`config.mk`:
```
export PLATFORM = sky130hd
export DESIGN_NAME = psf_flags
export DESIGN_NICKNAME = d
export VERILOG_FILES = /design/src/psf_pkg.sv /design/src/psf_arith.sv /design/src/psf_flags.sv
export VERILOG_INCLUDE_DIRS = /design/src
export SDC_FILE = /design/constraint.sdc
export NUM_CORES = 1
export LEC_CHECK = 0
export BUFFER_PORTS_ARGS = -buffer_cell sky130_fd_sc_hd__buf_4
export CORE_MARGIN = 2
export CORE_UTILIZATION = 40
export CTS_BUF_LIST = sky130_fd_sc_hd__clkbuf_16
export CTS_CLUSTER_DIAMETER = 100
export DETAILED_ROUTE_END_ITERATION = 7
export HOLD_SLACK_MARGIN = 0.12
export PLACE_DENSITY_LB_ADDON = 0.2
export REMOVE_ABC_BUFFERS = 1
export SYNTH_ARGS = -nofsm -noshare
export SYNTH_HDL_FRONTEND = slang
export SYNTH_SLANG_ARGS = --single-unit
```
`constraint.sdc`:
```
create_clock -name SYS_CLK_IN -period 6.25 [get_ports SYS_CLK_IN]
set_clock_uncertainty 0.1 [all_clocks]
set_input_delay 1.25 -clock SYS_CLK_IN [delete_from_list [all_inputs] [get_ports SYS_CLK_IN]]
set_output_delay 1.25 -clock SYS_CLK_IN [all_outputs]
set_load 0.05 [all_outputs]
```
`src/psf_params.svh`:
```
`ifndef PSF_PARAMS_SVH
`define PSF_PARAMS_SVH
`define PSF_RESET_VAL 8'h80
`define PSF_BIT_ZERO 7
`define PSF_BIT_SIGN 6
`define PSF_BIT_RSVD 5
`define PSF_BIT_UF_HI 4
`define PSF_BIT_UF_LO 3
`define PSF_BIT_OV 2
`define PSF_BIT_CARRY 1
`define PSF_BIT_EQ 0
`define PSF_ACC_W 16
`define PSF_ACC_N 16
`define PSF_ADDR_FLAGS 32'h0000_0000
`define PSF_ADDR_ACC_SEL 32'h0000_0004
`define PSF_ADDR_ACC_VAL 32'h0000_0008
`endif

```
`src/psf_pkg.sv`:
```
package psf_pkg;
	typedef enum logic [2:0] {
		PSF_OP_NONE = 3'h0,
		PSF_OP_ADD = 3'h1,
		PSF_OP_ADD_WITH_CARRY_OP = 3'h2,
		PSF_OP_SUB = 3'h3,
		PSF_OP_SUBTRACT_WITH_BORROW_OP = 3'h4,
		PSF_OP_CMP = 3'h5
	} psf_op_t;
endpackage : psf_pkg

```
`src/psf_arith.sv`:
```
`timescale 1ns/100ps
`include "psf_params.svh"
// ****************************************
// add/subtract unit with carry chain taps
// ****************************************
module psf_arith
	import psf_pkg::*;
(
	// operation
	input wire psf_op_t op_in,
	input wire logic [15:0] a_in,
	input wire logic [15:0] b_in,
	input wire logic carry_in,
	// result
	output logic [15:0] res_out,
	output logic carry_out,
	output logic ovf_out,
	output logic equal_out
);
	logic [15:0] b_eff;
	logic cin_eff;
	logic [15:0] low_sum;
	logic c14;
	logic c15;
	// subtract as a plus inverted b plus 1, borrow is inverted carry
	always_comb begin
		b_eff = b_in;
		cin_eff = 1'b0;
		unique case (op_in)
			PSF_OP_ADD_WITH_CARRY_OP: cin_eff = carry_in;
			PSF_OP_SUB, PSF_OP_CMP: begin
				b_eff = ~b_in;
				cin_eff = 1'b1;
			end
			PSF_OP_SUBTRACT_WITH_BORROW_OP: begin
				b_eff = ~b_in;
				cin_eff = ~carry_in;
			end
			default: cin_eff = 1'b0;
		endcase
	end
	// carry out of bit 14 and of bit 15
	assign {c14, low_sum[14:0]} = {1'b0, a_in[14:0]} + {1'b0, b_eff[14:0]} + {15'h0000, cin_eff};
	assign {c15, low_sum[15]} = {1'b0, a_in[15]} + {1'b0, b_eff[15]} + {1'b0, c14};
	assign res_out = low_sum;
	assign ovf_out = c14 ^ c15;
	// borrow for SUB and subtract with borrow is the absent carry; CMP passes the plain carry
	assign carry_out = (op_in == PSF_OP_SUB || op_in == PSF_OP_SUBTRACT_WITH_BORROW_OP) ? ~c15 : c15;
	assign equal_out = (a_in == b_in);
endmodule : psf_arith

```
`src/psf_flags.sv`:
```
// The implementer's own choices: register access over Wishbone and the placing of the registers.
`timescale 1ns/100ps
`include "psf_params.svh"
// ****************************************
// status flag register with accumulator file
// ****************************************
module psf_flags
	import psf_pkg::*;
(
	// clock and reset
	input wire logic SYS_CLK_IN,
	input wire logic RST_IN,
	// wishbone slave
	input wire logic WB_CYC_IN,
	input wire logic WB_STB_IN,
	input wire logic WB_WE_IN,
	input wire logic [31:0] WB_ADR_IN,
	input wire logic [3:0] WB_SEL_IN,
	input wire logic [31:0] WB_DAT_IN,
	output logic [31:0] WB_DAT_OUT,
	output logic WB_ACK_OUT,
	// execution
	input wire psf_op_t OP_IN,
	input wire logic [15:0] OPERAND_IN,
	// state
	output logic [7:0] STATUS_FLAGS_OUT,
	output logic [15:0] ACC_OUT
);
	logic [15:0] acc_q [`PSF_ACC_N];
	logic [3:0] accumulator_pointer_q;
	logic [1:0] user_flags_q;
	logic overflow_flag_q;
	logic carry_q;
	logic equal_q;
	logic ack_q;
	logic [31:0] rdat_q;
	logic [15:0] acc_sel;
	logic [15:0] res;
	logic res_c;
	logic res_v;
	logic res_eq;
	logic wr_en;
	logic rd_en;
	logic arith_op;
	logic [7:0] flags;

	// ****************************************
	// datapath
	// ****************************************
	assign acc_sel = acc_q[accumulator_pointer_q];
	assign arith_op = (OP_IN != PSF_OP_NONE) && (OP_IN != PSF_OP_CMP);
	assign wr_en = WB_CYC_IN && WB_STB_IN && WB_WE_IN && !ack_q;
	assign rd_en = WB_CYC_IN && WB_STB_IN && !WB_WE_IN && !ack_q;

	psf_arith u_arith (
		.op_in(OP_IN),
		.a_in(acc_sel),
		.b_in(OPERAND_IN),
		.carry_in(carry_q),
		.res_out(res),
		.carry_out(res_c),
		.ovf_out(res_v),
		.equal_out(res_eq)
	);

	// assembled flag byte
	always_comb begin
		flags = 8'h00;
		flags[`PSF_BIT_ZERO] = (acc_sel == 16'h0000);
		flags[`PSF_BIT_SIGN] = acc_sel[`PSF_ACC_W-1];
		flags[`PSF_BIT_RSVD] = 1'b0;
		flags[`PSF_BIT_UF_HI:`PSF_BIT_UF_LO] = user_flags_q;
		flags[`PSF_BIT_OV] = overflow_flag_q;
		flags[`PSF_BIT_CARRY] = carry_q;
		flags[`PSF_BIT_EQ] = equal_q;
	end

	// ****************************************
	// accumulator file, result written with flags
	// ****************************************
	always_ff @(posedge SYS_CLK_IN) begin
		if (RST_IN) begin
			for (int i = 0; i < `PSF_ACC_N; i++) begin
				acc_q[i] <= 16'h0000;
			end
		end else if (arith_op) begin
			acc_q[accumulator_pointer_q] <= res;
		end else if (wr_en && WB_ADR_IN == `PSF_ADDR_ACC_VAL) begin
			if (WB_SEL_IN[0]) acc_q[accumulator_pointer_q][7:0] <= WB_DAT_IN[7:0];
			if (WB_SEL_IN[1]) acc_q[accumulator_pointer_q][15:8] <= WB_DAT_IN[15:8];
		end
	end

	// pointer written by software
	always_ff @(posedge SYS_CLK_IN) begin
		if (RST_IN) begin
			accumulator_pointer_q <= 4'h0;
		end else if (wr_en && WB_ADR_IN == `PSF_ADDR_ACC_SEL && WB_SEL_IN[0]) begin
			accumulator_pointer_q <= WB_DAT_IN[3:0];
		end
	end

	// ****************************************
	// flag bits
	// ****************************************
	// user flags: software only
	always_ff @(posedge SYS_CLK_IN) begin
		if (RST_IN) begin
			user_flags_q <= 2'h0;
		end else if (wr_en && WB_ADR_IN == `PSF_ADDR_FLAGS && WB_SEL_IN[0]) begin
			user_flags_q <= WB_DAT_IN[`PSF_BIT_UF_HI:`PSF_BIT_UF_LO];
		end
	end

	// overflow: hardware only, software writes ignored
	always_ff @(posedge SYS_CLK_IN) begin
		if (RST_IN) begin
			overflow_flag_q <= 1'b0;
		end else if (arith_op) begin
			overflow_flag_q <= res_v;
		end
	end

	// carry: hardware update wins over a same-cycle software write
	always_ff @(posedge SYS_CLK_IN) begin
		if (RST_IN) begin
			carry_q <= 1'b0;
		end else if (arith_op) begin
			carry_q <= res_c;
		end else if (wr_en && WB_ADR_IN == `PSF_ADDR_FLAGS && WB_SEL_IN[0]) begin
			carry_q <= WB_DAT_IN[`PSF_BIT_CARRY];
		end
	end

	// equal: compare result wins over software write
	always_ff @(posedge SYS_CLK_IN) begin
		if (RST_IN) begin
			equal_q <= 1'b0;
		end else if (OP_IN == PSF_OP_CMP) begin
			equal_q <= res_eq;
		end else if (wr_en && WB_ADR_IN == `PSF_ADDR_FLAGS && WB_SEL_IN[0]) begin
			equal_q <= WB_DAT_IN[`PSF_BIT_EQ];
		end
	end

	// ****************************************
	// wishbone answer, one wait state
	// ****************************************
	always_ff @(posedge SYS_CLK_IN) begin
		if (RST_IN) begin
			ack_q <= 1'b0;
		end else begin
			ack_q <= WB_CYC_IN && WB_STB_IN && !ack_q;
		end
	end

	// read data, unmapped reads zero
	always_ff @(posedge SYS_CLK_IN) begin
		if (RST_IN) begin
			rdat_q <= 32'h0000_0000;
		end else if (rd_en) begin
			unique case (WB_ADR_IN)
				`PSF_ADDR_FLAGS: rdat_q <= {24'h000000, flags};
				`PSF_ADDR_ACC_SEL: rdat_q <= {28'h0000000, accumulator_pointer_q};
				`PSF_ADDR_ACC_VAL: rdat_q <= {16'h0000, acc_sel};
				default: rdat_q <= 32'h0000_0000;
			endcase
		end
	end

	assign WB_ACK_OUT = ack_q;
	assign WB_DAT_OUT = rdat_q;
	assign STATUS_FLAGS_OUT = flags;
	assign ACC_OUT = acc_sel;
endmodule : psf_flags

```
== Yosys cells after proc, flatten, opt, wreduce, memory -nomap -nowiden ==
Memories as Yosys holds them, arrays and structs flattened. A register that Yosys moved wholly into a read port is not among the register bits.
Index checks and enable logic that the tools add are counted.
Storage, ports and cells
  bits in registers: 42
  bits in writable memories: 256
  input bits: 92
  output and inout bits: 57
  logic and storage cells: 79
  memories: 1
Operators by class
  add/subtract/negate cells: 4
  eq/ne operators: 8
  muxes and demuxes: 30
  bitwise operators: 6
  reduce and logical (&&, ||, !) cells: 23
Memories
  acc_q: depth 16, bits a word 16, read ports 1, clocked after memory_dff 1, write ports 16, line psf_flags.sv:29  | logic [15:0] acc_q [`PSF_ACC_N];
Operators with widths (count)
  $pmux 16 s3: 1
  $eq 32x3->1 const B: 1
  $eq 32x4->1 const B: 1
  $logic_not 32->1: 1
  $mux 16: 2
  $mux 1: 20
  $add 15x15->16: 1
  $add 16x1->16: 1
  $eq 16x16->1: 1
  $logic_not 16->1: 1
  $mux 8: 2
  $not 16->16: 1
  $reduce_or 16->1: 1
  $logic_and 1x1->1: 12
  $mux 4: 3
  $eq 3x2->1 const B: 2
  $eq 3x3->1 const B: 2
  $reduce_bool 2->1: 2
  $ne 3x3->1 const B: 1
  $pmux 1 s3: 1
  $reduce_bool 3->1: 1
  $reduce_or 3->1: 1
  $add 1x1->2: 1
  $add 2x1->2: 1
  7 further kinds: 10

== Longest topological paths before layout ==
Gate-level depths: netlist of the first run.
  depth in word-level cells: 11
  gate-level depth with buffers: 22
  mapped depth without buffers: 19

== Modules after synthesis ==
A second synthesis of the first run with hierarchy kept.
Second synthesis, totals
  cell total of the unflattened synthesis: 1119
  area total of the unflattened synthesis: 14188.6 sq um
By module, submodules not included
  psf_flags: times used 1, cells each 963, area an instance 13026.2 sq um, seq. area each 8287.9 sq um
  psf_arith: times used 1, cells each 156, area an instance 1162.4 sq um, seq. area each 0.0 sq um

== Worst setup path before layout of the first run ==
OpenSTA, ideal clock, no wires.
  path kind: input to register
  start point: input port OP_IN[0]
  end point: memory acc_q[1][15] (data pin)
  library setup time: 0.262 ns
  arrival: 4.978 ns
  required time: 5.888 ns
  setup slack: 0.911 ns
  stages: 19
  buffers on the path: 3
  cell sequence: clkbuf_1 -> inv_1 -> nor2_1 -> a21oi_1 -> clkbuf_1 -> xnor2_1 -> ha_1 -> o21a_1 -> o31ai_1 -> a311oi_1 -> o31a_1 -> o21ai_2 -> nand3b_1 -> a21oi_1 -> fa_1 -> nand2_1 -> o21ai_1 -> buf_2 -> nor2_1
RTL lines
  start: declaration: line psf_flags.sv:23  | input wire psf_op_t OP_IN,
  end: declaration: line psf_flags.sv:29

==> results_dict.tcl, run 1 <==
set metrics [dict create \
    area_growth_pct 14.7 \
    comb_power_share_pct 26.3 \
    ir_worst_vdd_mv 0.228 \
    syn_area_mm2 0.0144 \
    grt_max_degree 61 \
    viasPerCell 5.60 \
    path_clk_slew_ns 0.07 \
    leakagePower_nw 6.02 \
    finalSetupViolations 0 \
    clock-sinks 286 \
    clkPwrFrac_pct 31.4 \
    slew_viol_final 0 \
    fp.dieArea_mm2 0.0377 \
    use_met3_pct 2.89 \
    clock.fmax_mhz 184 \
    rows 69 \
    synthDistinctLibCells 59 \
    ioPinCount 149 \
    cts_max_path_buffers 3 \
    worst_ep_required_time_ns 4.90 \
    grt_use_total_pct 21.6 \
    antenna_found_initial 0 \
    cts_buffers 30 \
    grt_use_met2_pct 35.2 \
    drc 0 \
    setup-tns-final_ns 0 \
    power_density_mw_per_mm2 316 \
    hold_start "WB_DAT_OUT[0]$_SDFFE_PP0P_" \
    rsz0062_at_grt "false" \
    post-cts-setup-buffer-count 0 \
    gp_congestion 0.888 \
    initial_core_util_pct 40.6 \
    routed_wl_mm 40.7 \
    hpwl_mm 29.0 \
    power.total_mw 5.23 \
    fin_util_pct 46.6 \
    startpoint_type "flop" \
    core_mm2 0.0356 \
    synth_ff_type "edfxtp_1" \
    drive_gt1_share_pct 20.4 \
    busiest_layer "met2" \
    synth_seq_area_share_pct 57.4 \
    netlist_instances 1170 \
    drt_iter0_markers 1022 \
    grt_util_met1_pct 30.2 \
    tightestPinTransition_ns 1.23 \
    synth.largest_area_cell "edfxtp_1" \
    maxCapViolCount 0 \
    p_seq_share_pct 42.4 \
    first_global_vias 9795 \
    worst-path-max-fanout 33 \
    htree_levels 1 \
    die_h_um 194 \
    grt_overflow 0 \
    post_drt_wl_per_cell_um 23.2 \
    io_buffers 113 \
    hold_viol_final 0 \
    cts_root_buffer "clkbuf_16" \
    switching_power_mw 1.73 \
    cts_tree "yes" \
    period_needed_ns 5.44 \
    insertion_delay_ns 0.57 \
    cts_hold_buf 0 \
    grt_pass1_wl_mm 61.5 \
    synthArstFlopShare_pct 0 \
    synth_edf_count 256 \
    ctsResizeCount 0 \
    firstDrtPassIters 5 \
    relSlewSlack_pct 16.6 \
    ant_nets 0 \
    nets 1384 \
    p_int_mw 3.51 \
    arrival_ns 4.09 \
    synth_top_area_share_pct 53.2 \
    worstSetupEndpointType "output pin" \
    n_antenna_cell 0 \
    synth.avg_cell_area_um2 12.3 \
    switching_share_pct 33.0 \
    synthTopCellsByArea "edfxtp_1 53%, mux4_2 9.5%, nor2_1 6.7%, dfxtp_1 4.2%, mux2i_1 2.2%" \
    synth-seq-cells 286 \
    fin_crit_sh_pct 87.1 \
    hp-class "reg2reg" \
    yosysWarnings 0 \
    status "complete, no violations" \
    dieWidth_um 194 \
    via_count 9842 \
    crit_type "reg2out" \
]
registers in the layout (all words and copies together), names as in the netlist, named ones only:
name,flops
carry_q,1
WB_DAT_OUT,16
acc_q,256
accumulator_pointer_q,4
WB_ACK_OUT,1
equal_q,1
user_flags_q,2
overflow_flag_q,1
cell families (layout without fill, tap and decap cells):
logic type	after synthesis	in the layout	synth area share [%]
AO/OA/AOI/OAI	155	155	6.67
XOR/XNOR	63	63	3.82
adder cells (fa/ha/maj)	18	18	1.71
buffers and inverters	94	204	3.47
flip-flops	286	286	57.4
multiplexers	108	108	13.0
other	1	17	0.0260
AND/OR/NAND/NOR	445	445	13.9
cells in the final DEF, fill, tap and decap left out, types with 4 or more instances in the layout:
cell type / count
mux2i_1: 32
a31oi_1: 8
mux2_2: 8
o21ai_1: 4
nor2b_1: 8
a311oi_1: 4
conb_1: 17
nand4_1: 6
buf_4: 134
or3_1: 7
nand2b_1: 39
nor4_1: 14
o21ai_0: 26
nor3_1: 7
edfxtp_1: 256
clkbuf_16: 30
and3_1: 7
inv_1: 23
xnor2_1: 35
and2_1: 6
dfxtp_1: 28
nand3_1: 12
nor2_1: 259
a21oi_1: 60
a22oi_1: 22
clkinv_1: 9
o21a_1: 7
mux4_2: 61
ha_1: 15
mux2i_2: 7
xor2_1: 28
nand2_1: 64
area by class of cell:
| class | instances | area (um^2) |
|---|---|---|
| tap | 461 | 577 |
| multi-input combinational | 806 | 5720 |
| clock buffer | 30 | 751 |
| clock inverter | 24 | 141 |
| fill | 3282 | 19000 |
| timing repair buffer | 135 | 1030 |
| sequential | 286 | 8290 |
| inverter | 15 | 56.3 |
metal layers:
layer,share of wire [%],wire [um],vias up
met5,0,0,-
met4,2.6,1070,0
met2,47,19300,378
met1,44,17800,4922
met3,6.3,2580,57
li1,-,-,4485
Yosys cell counts, drive strengths merged, types with 2 or more instances:
| master | number |
|---|---|
| a21o | 3 |
| a21oi | 61 |
| a22oi | 22 |
| a311oi | 4 |
| a31oi | 10 |
| and2 | 6 |
| and3 | 7 |
| buf | 49 |
| clkbuf | 30 |
| dfxtp | 30 |
| edfxtp | 256 |
| fa | 3 |
| ha | 15 |
| inv | 15 |
| mux2 | 8 |
| mux2i | 39 |
| mux4 | 61 |
| nand2 | 66 |
| nand2b | 39 |
| nand3 | 12 |
| nand4 | 6 |
| nand4b | 2 |
| nor2 | 259 |
| nor2b | 8 |
| nor3 | 9 |
| nor4 | 17 |
| nor4b | 2 |
| o211ai | 3 |
| o21a | 7 |
| o21ai | 32 |
| o311a | 2 |
| o31a | 2 |
| o31ai | 3 |
| or2 | 2 |
| or3 | 7 |
| xnor2 | 35 |
| xor2 | 28 |
final timing paths:
check | endpoint | slack (ns) | cells past startpoint
max reg2reg | overflow_flag_q$_SDFFE_PP0P_ | 0.92 | 18
min | WB_DAT_OUT[0]$_SDFFE_PP0P_ | 0.37 | 2
max | STATUS_FLAGS_OUT[7] | 0.81 | 8
min reg2reg | WB_DAT_OUT[0]$_SDFFE_PP0P_ | 0.37 | 2
power groups by stage:
stage          clock network [mW]  logic (mW)  registers (mW)
2_1_floorplan                   0       0.826            2.25
3_3_place_gp                    0        1.36            2.25
3_5_place_dp                    0        1.37            2.26
4_1_cts                      1.67        1.37            2.22
5_1_grt                      1.74        1.48            2.22
6_report                     1.64        1.37            2.22
through the flow:
stage               setup slack [ns]  hold WS, ns  cell area (um^2)  cells
global placement               0.909        0.359             15700   1703
CTS                            0.789        0.376             16600   1757
finish                         0.808        0.374             16600   1757
global route                   0.558        0.426             16600   1757
detailed placement             0.877        0.367             15700   1703
floorplan                      -1.05        0.397             14100   1107
critical path: stages (launching register included):
cell and delay [ns]:
dfxtp_4 0.65, buf_12 0.33, mux4_2 0.57, o21ai_0 0.50, o21ai_0 0.44, nor4_1 0.45
nand4b_1 0.23, inv_1 0.10, buf_4 0.20
Power figures use the tool's default switching activity.
==> run 2: changes to the inputs <==
- CELL_PAD_IN_SITES_DETAIL_PLACEMENT: not set -> 1
- CELL_PAD_IN_SITES_GLOBAL_PLACEMENT: not set -> 2
==> run 2 against run 1 <==
  * Critical path depth grew 1
  * Die area is the same
  * Design area grew 0.38%
  * Fmax shrank 0.62%
  * Critical path type unchanged
  * Largest power group unchanged
  * Highest routed layer unchanged
==> results_dict.tcl, run 2 (synthesis gave the netlist of run 1 again) <==
set metrics [dict create \
    hold_viol_final 0 \
    dp_slack_ns 0.945 \
    gp_congestion 0.854 \
    startpoint_type "flop" \
    regMostFlops "acc_q" \
    ioPinCount 149 \
    cpMostUsedCell "buf_4" \
    leakagePower_nw 6.04 \
    dp.cells 1708 \
    stdcell_count 1762 \
    first_global_vias 10200 \
    clock.fmax_mhz 183 \
    dpl_cell_area_mm2 0.0157 \
    critPathMaxStageDelay_ns 0.80 \
    io_buffers 113 \
    highest_layer "met4" \
    cts_buffers 31 \
    nets 1390 \
    cts_root_buffer "clkbuf_16" \
    maxCapViolCount 0 \
    drt_iter0_markers 687 \
    period_needed_ns 5.48 \
    grt_pass1_wl_mm 66.4 \
    drt-met1-wl_mm 19.8 \
    power.total_mw 5.29 \
    fin_util_pct 46.7 \
    final_common_cell "nor2_1" \
    arrival_ns 4.13 \
    n_antenna_cell 0 \
    hpwl_mm 32.1 \
    critPathSlowestCell "dfxtp_2" \
    htree_levels 1 \
    firstDrtPassIters 5 \
    routed_wl_mm 44.1 \
    status "complete, no violations" \
    worstSetupEndpointType "output pin" \
    ir_worst_vdd_mv 0.219 \
    relSlewSlack_pct 12.5 \
    hp-class "reg2reg" \
    ant_nets 0 \
    initial_core_util_pct 40.6 \
    final_cell_mix "259 x nor2_1, 256 x edfxtp_1, 137 x buf_4" \
    power_density_mw_per_mm2 318 \
    dieWidth_um 194 \
    rsz0062_at_grt "false" \
    critical_path.cell_chain "buf_4, buf_4, mux4_2, o21ai_0, o21ai_0, nor4_1, nand4b_1, inv_1, buf_4" \
    viasPerCell 5.60 \
    post_drt_wl_per_cell_um 25.0 \
    cts_hold_buf 0 \
    cts_max_path_buffers 3 \
    area_growth_pct 15.1 \
    drive_gt1_share_pct 21.0 \
    grt_use_total_pct 23.4 \
    clock-sinks 286 \
    grt_max_degree 61 \
    die_h_um 194 \
    final_area_mm2 0.0166 \
    worst_slack_ns 0.775 \
    fp.dieArea_mm2 0.0377 \
    wl_met2_mm 21.4 \
    worst-path-max-fanout 23 \
    core_mm2 0.0356 \
    slew_viol_final 0 \
    rows 69 \
    nFillCells 3786 \
    worst_ep_required_time_ns 4.90 \
    crit_type "reg2out" \
    grt_overflow 0 \
    largest_reg_flops 256 \
    drc 0 \
    tightestPinTransition_ns 1.29 \
    post-cts-setup-buffer-count 0 \
    via_count 9868 \
    finalSetupViolations 0 \
    insertion_delay_ns 0.58 \
    fin_crit_sh_pct 87.6 \
    path_clk_slew_ns 0.06 \
    wl_met3_mm 2.20 \
    cts_tree "yes" \
    ctsResizeCount 0 \
    antenna_found_initial 0 \
]
==> run 2: cell types whose count changed in the layout (fill, tap and decap cells not counted) <==
cell,previous run,this run
clkinvlp_2,0,1
clkinv_8,1,0
buf_4,134,137
inv_1,23,21
bufinv_16,1,0
clkbuf_16,30,31
clkinv_4,1,0
o21ai_2,2,3
buf_12,1,3
inv_6,0,2
o21ai_1,4,3
inv_8,0,1
==> run 2: final cells by class <==
class | instances | area (um^2) | area share [%]
flip-flops and latches | 286 | 8290 | 49.9
multi-input cells | 806 | 5730 | 34.4
repair buffers | 140 | 1090 | 6.55
clock buffers | 31 | 776 | 4.67
well taps | 461 | 577 | 3.47
clock inverters | 23 | 113 | 0.677
inverters | 15 | 56.3 | 0.339
==> run 2: power by group <==
group	total [mW]	internal (mW)	switching [mW]
clock network	1.65	0.895	0.754
registers	2.22	2.19	0.0332
logic	1.42	0.413	1.01
total	5.29	3.49	1.80
==> run 2: metrics by stage <==
stage | TNS [ns] | hold WS (ns)
2_1_floorplan | -90.20 | 0.397
3_3_place_gp | 0 | 0.360
3_5_place_dp | 0 | 0.367
4_1_cts | 0 | 0.375
5_1_grt | 0 | 0.398
6_report | 0 | 0.371
==> run 2: path summary, 6_finish.rpt <==
check	start	endpoint	slack [ns]	depth (start not counted)
worst min-delay path	WB_DAT_OUT[3]$_SDFFE_PP0P_	WB_DAT_OUT[3]$_SDFFE_PP0P_	0.37	2
worst max register to register	flop	acc_q[8][15]$_SDFFCE_PN0P_	0.89	19
worst min register to register	WB_DAT_OUT[3]$_SDFFE_PP0P_	WB_DAT_OUT[3]$_SDFFE_PP0P_	0.37	2
worst max-delay path	flop	STATUS_FLAGS_OUT[7]	0.77	9
==> run 2: layer usage <==
layer	global-route usage, %	up-vias
li1	-	4476
met1	32.7	5075
met2	39.1	274
met3	3.18	43
met4	4.69	0
met5	0	-
==> run 2: worst max-delay path: cells and delay by family, from the launching register on <==
kind | cells | cell delay (ns)
simple gates | 2 | 0.71
compound gates | 2 | 0.86
flops | 1 | 0.80
buf+inv | 4 | 0.83
mux | 1 | 0.33
==> run 3: changes to the inputs <==
- CORE_MARGIN: 2 -> not set
==> run 3 against run 2 <==
  * Die area fell by 2.1%
  * Sequential share of layout area fell by 0.19 points
  * Hold slack better by 0.0013 ns
  * Total power rose by 2.8%
  * Sequential power hardly changed
  * Final cell count up 0.28%
  * Highest routed layer unchanged
  * Worst setup slack improved by 0.0080 ns
  * Routed wire length is 1.4% lower
  * Critical path depth unchanged
  * Register-to-register slack about the same
  * Design area is 0.41% higher
  * Sequential cell count unchanged
==> results_dict.tcl, run 3 (synthesis gave the netlist of run 1 again) <==
set metrics [dict create \
    ctsResizeCount 0 \
    worst_ep_required_time_ns 4.90 \
    dieWidth_um 192 \
    drive_gt1_share_pct 21.5 \
    leakagePower_nw 6.08 \
    fin_crit_sh_pct 87.5 \
    first_global_vias 10100 \
    cts_root_buffer "clkbuf_16" \
    ant_nets 0 \
    multi_input_area_mm2 0.00572 \
    drt_iter0_markers 692 \
    maxCapViolCount 0 \
    slew_viol_final 0 \
    dp.cells 1709 \
    path_clk_slew_ns 0.06 \
    routed_wl_mm 43.4 \
    core_mm2 0.0356 \
    cpMostUsedCell "buf_4" \
    grt_max_degree 40 \
    status "complete, no violations" \
    grt_use_total_pct 23.8 \
    clock.fmax_mhz 183 \
    rows 69 \
    setup-tns-final_ns 0 \
    n_antenna_cell 0 \
    nFillCells 3734 \
    insertion_delay_ns 0.58 \
    worstSetupEndpointType "output pin" \
    rsz0062_at_grt "false" \
    post-cts-setup-buffer-count 0 \
    nets 1391 \
    via_count 9868 \
    critical_path.cell_chain "buf_4, buf_4, mux4_2, o21ai_0, o21ai_0, nor4_1, nand4b_1, inv_1, buf_4" \
    drc 0 \
    fp.dieArea_mm2 0.0369 \
    cts_buffers 31 \
    finalSetupViolations 0 \
    regMostFlops "acc_q" \
    hold_viol_final 0 \
    period_needed_ns 5.47 \
    final_common_cell "nor2_1" \
    ioPinCount 149 \
    firstDrtPassIters 5 \
    final_cell_mix "259 x nor2_1, 256 x edfxtp_1, 141 x buf_4" \
    crit_type "reg2out" \
    stdcell_count 1767 \
    gp_congestion 0.831 \
    ff_latch_area_mm2 0.00830 \
    htree_levels 1 \
    arrival_ns 4.12 \
    tightestPinTransition_ns 1.12 \
    die_h_um 192 \
    post_drt_wl_per_cell_um 24.6 \
    grt_pass1_wl_mm 64.0 \
    antenna_found_initial 0 \
    critPathSlowestCell "dfxtp_4" \
    viasPerCell 5.58 \
    hpwl_mm 32.3 \
    clock-sinks 286 \
    critPathMaxStageDelay_ns 0.57 \
    io_buffers 113 \
    grt_overflow 0 \
    largest_reg_flops 256 \
    relSlewSlack_pct 23.7 \
    cts_max_path_buffers 3 \
    cts_hold_buf 0 \
    power_density_mw_per_mm2 326 \
    cts_tree "yes" \
    hp-class "reg2reg" \
    startpoint_type "flop" \
    ir_worst_vdd_mv 0.226 \
    worst-path-max-fanout 17 \
    initial_core_util_pct 40.6 \
    area_growth_pct 15.6 \
]
==> run 3: final cells by class <==
class / count / area share [%]
clock inverters: 27 / 1.27
repair buffers: 141 / 6.34
clock buffers: 31 / 4.65
well taps: 461 / 3.45
flip-flops and latches: 286 / 49.7
multi-input cells: 806 / 34.3
inverters: 15 / 0.337
==> run 3: routing by layer <==
| layer | up-vias | routed length [um] | global-route usage [%] |
|---|---|---|---|
| li1 | 4484 | - | - |
| met1 | 5039 | 19200 | 32.9 |
| met2 | 295 | 21100 | 39.9 |
| met3 | 50 | 2380 | 2.81 |
| met4 | 0 | 775 | 5.78 |
| met5 | - | 0 | 0 |
==> run 3: stage by stage <==
step                total power [mW]  hold slack, ns  setup WS [ns]  instance area (um^2)  util (%)
global route                    5.65           0.404          0.512                 16700      46.9
global placement                3.64           0.359          0.876                 15700      44.2
floorplan                       3.08           0.397          -1.05                 14100         -
CTS                             5.47           0.376          0.666                 16700      46.9
finish                          5.44           0.373          0.783                 16700      46.9
detailed placement              3.67           0.367          0.814                 15700      44.2
==> run 3: path summary, 6_finish.rpt <==
path / end / from / slack [ns] / depth (start not counted)
max: STATUS_FLAGS_OUT[7] / flop / 0.78 / 9
min: WB_DAT_OUT[0]$_SDFFE_PP0P_ / WB_DAT_OUT[0]$_SDFFE_PP0P_ / 0.37 / 2
max reg2reg: acc_q[15][15]$_SDFFCE_PN0P_ / flop / 0.90 / 16
min reg2reg: WB_DAT_OUT[0]$_SDFFE_PP0P_ / WB_DAT_OUT[0]$_SDFFE_PP0P_ / 0.37 / 2
==> run 3: power breakdown <==
part	switching, mW	internal [mW]
registers	0.0318	2.19
logic	0.984	0.428
clock network	0.783	1.02
==> run 3: worst max-delay path: cells and delay by family (launching register included) <==
kind,cells,cell delay [ns]
compound gates,2,0.87
flops,1,0.57
simple gates,2,0.71
buf+inv,4,0.86
mux,1,0.51
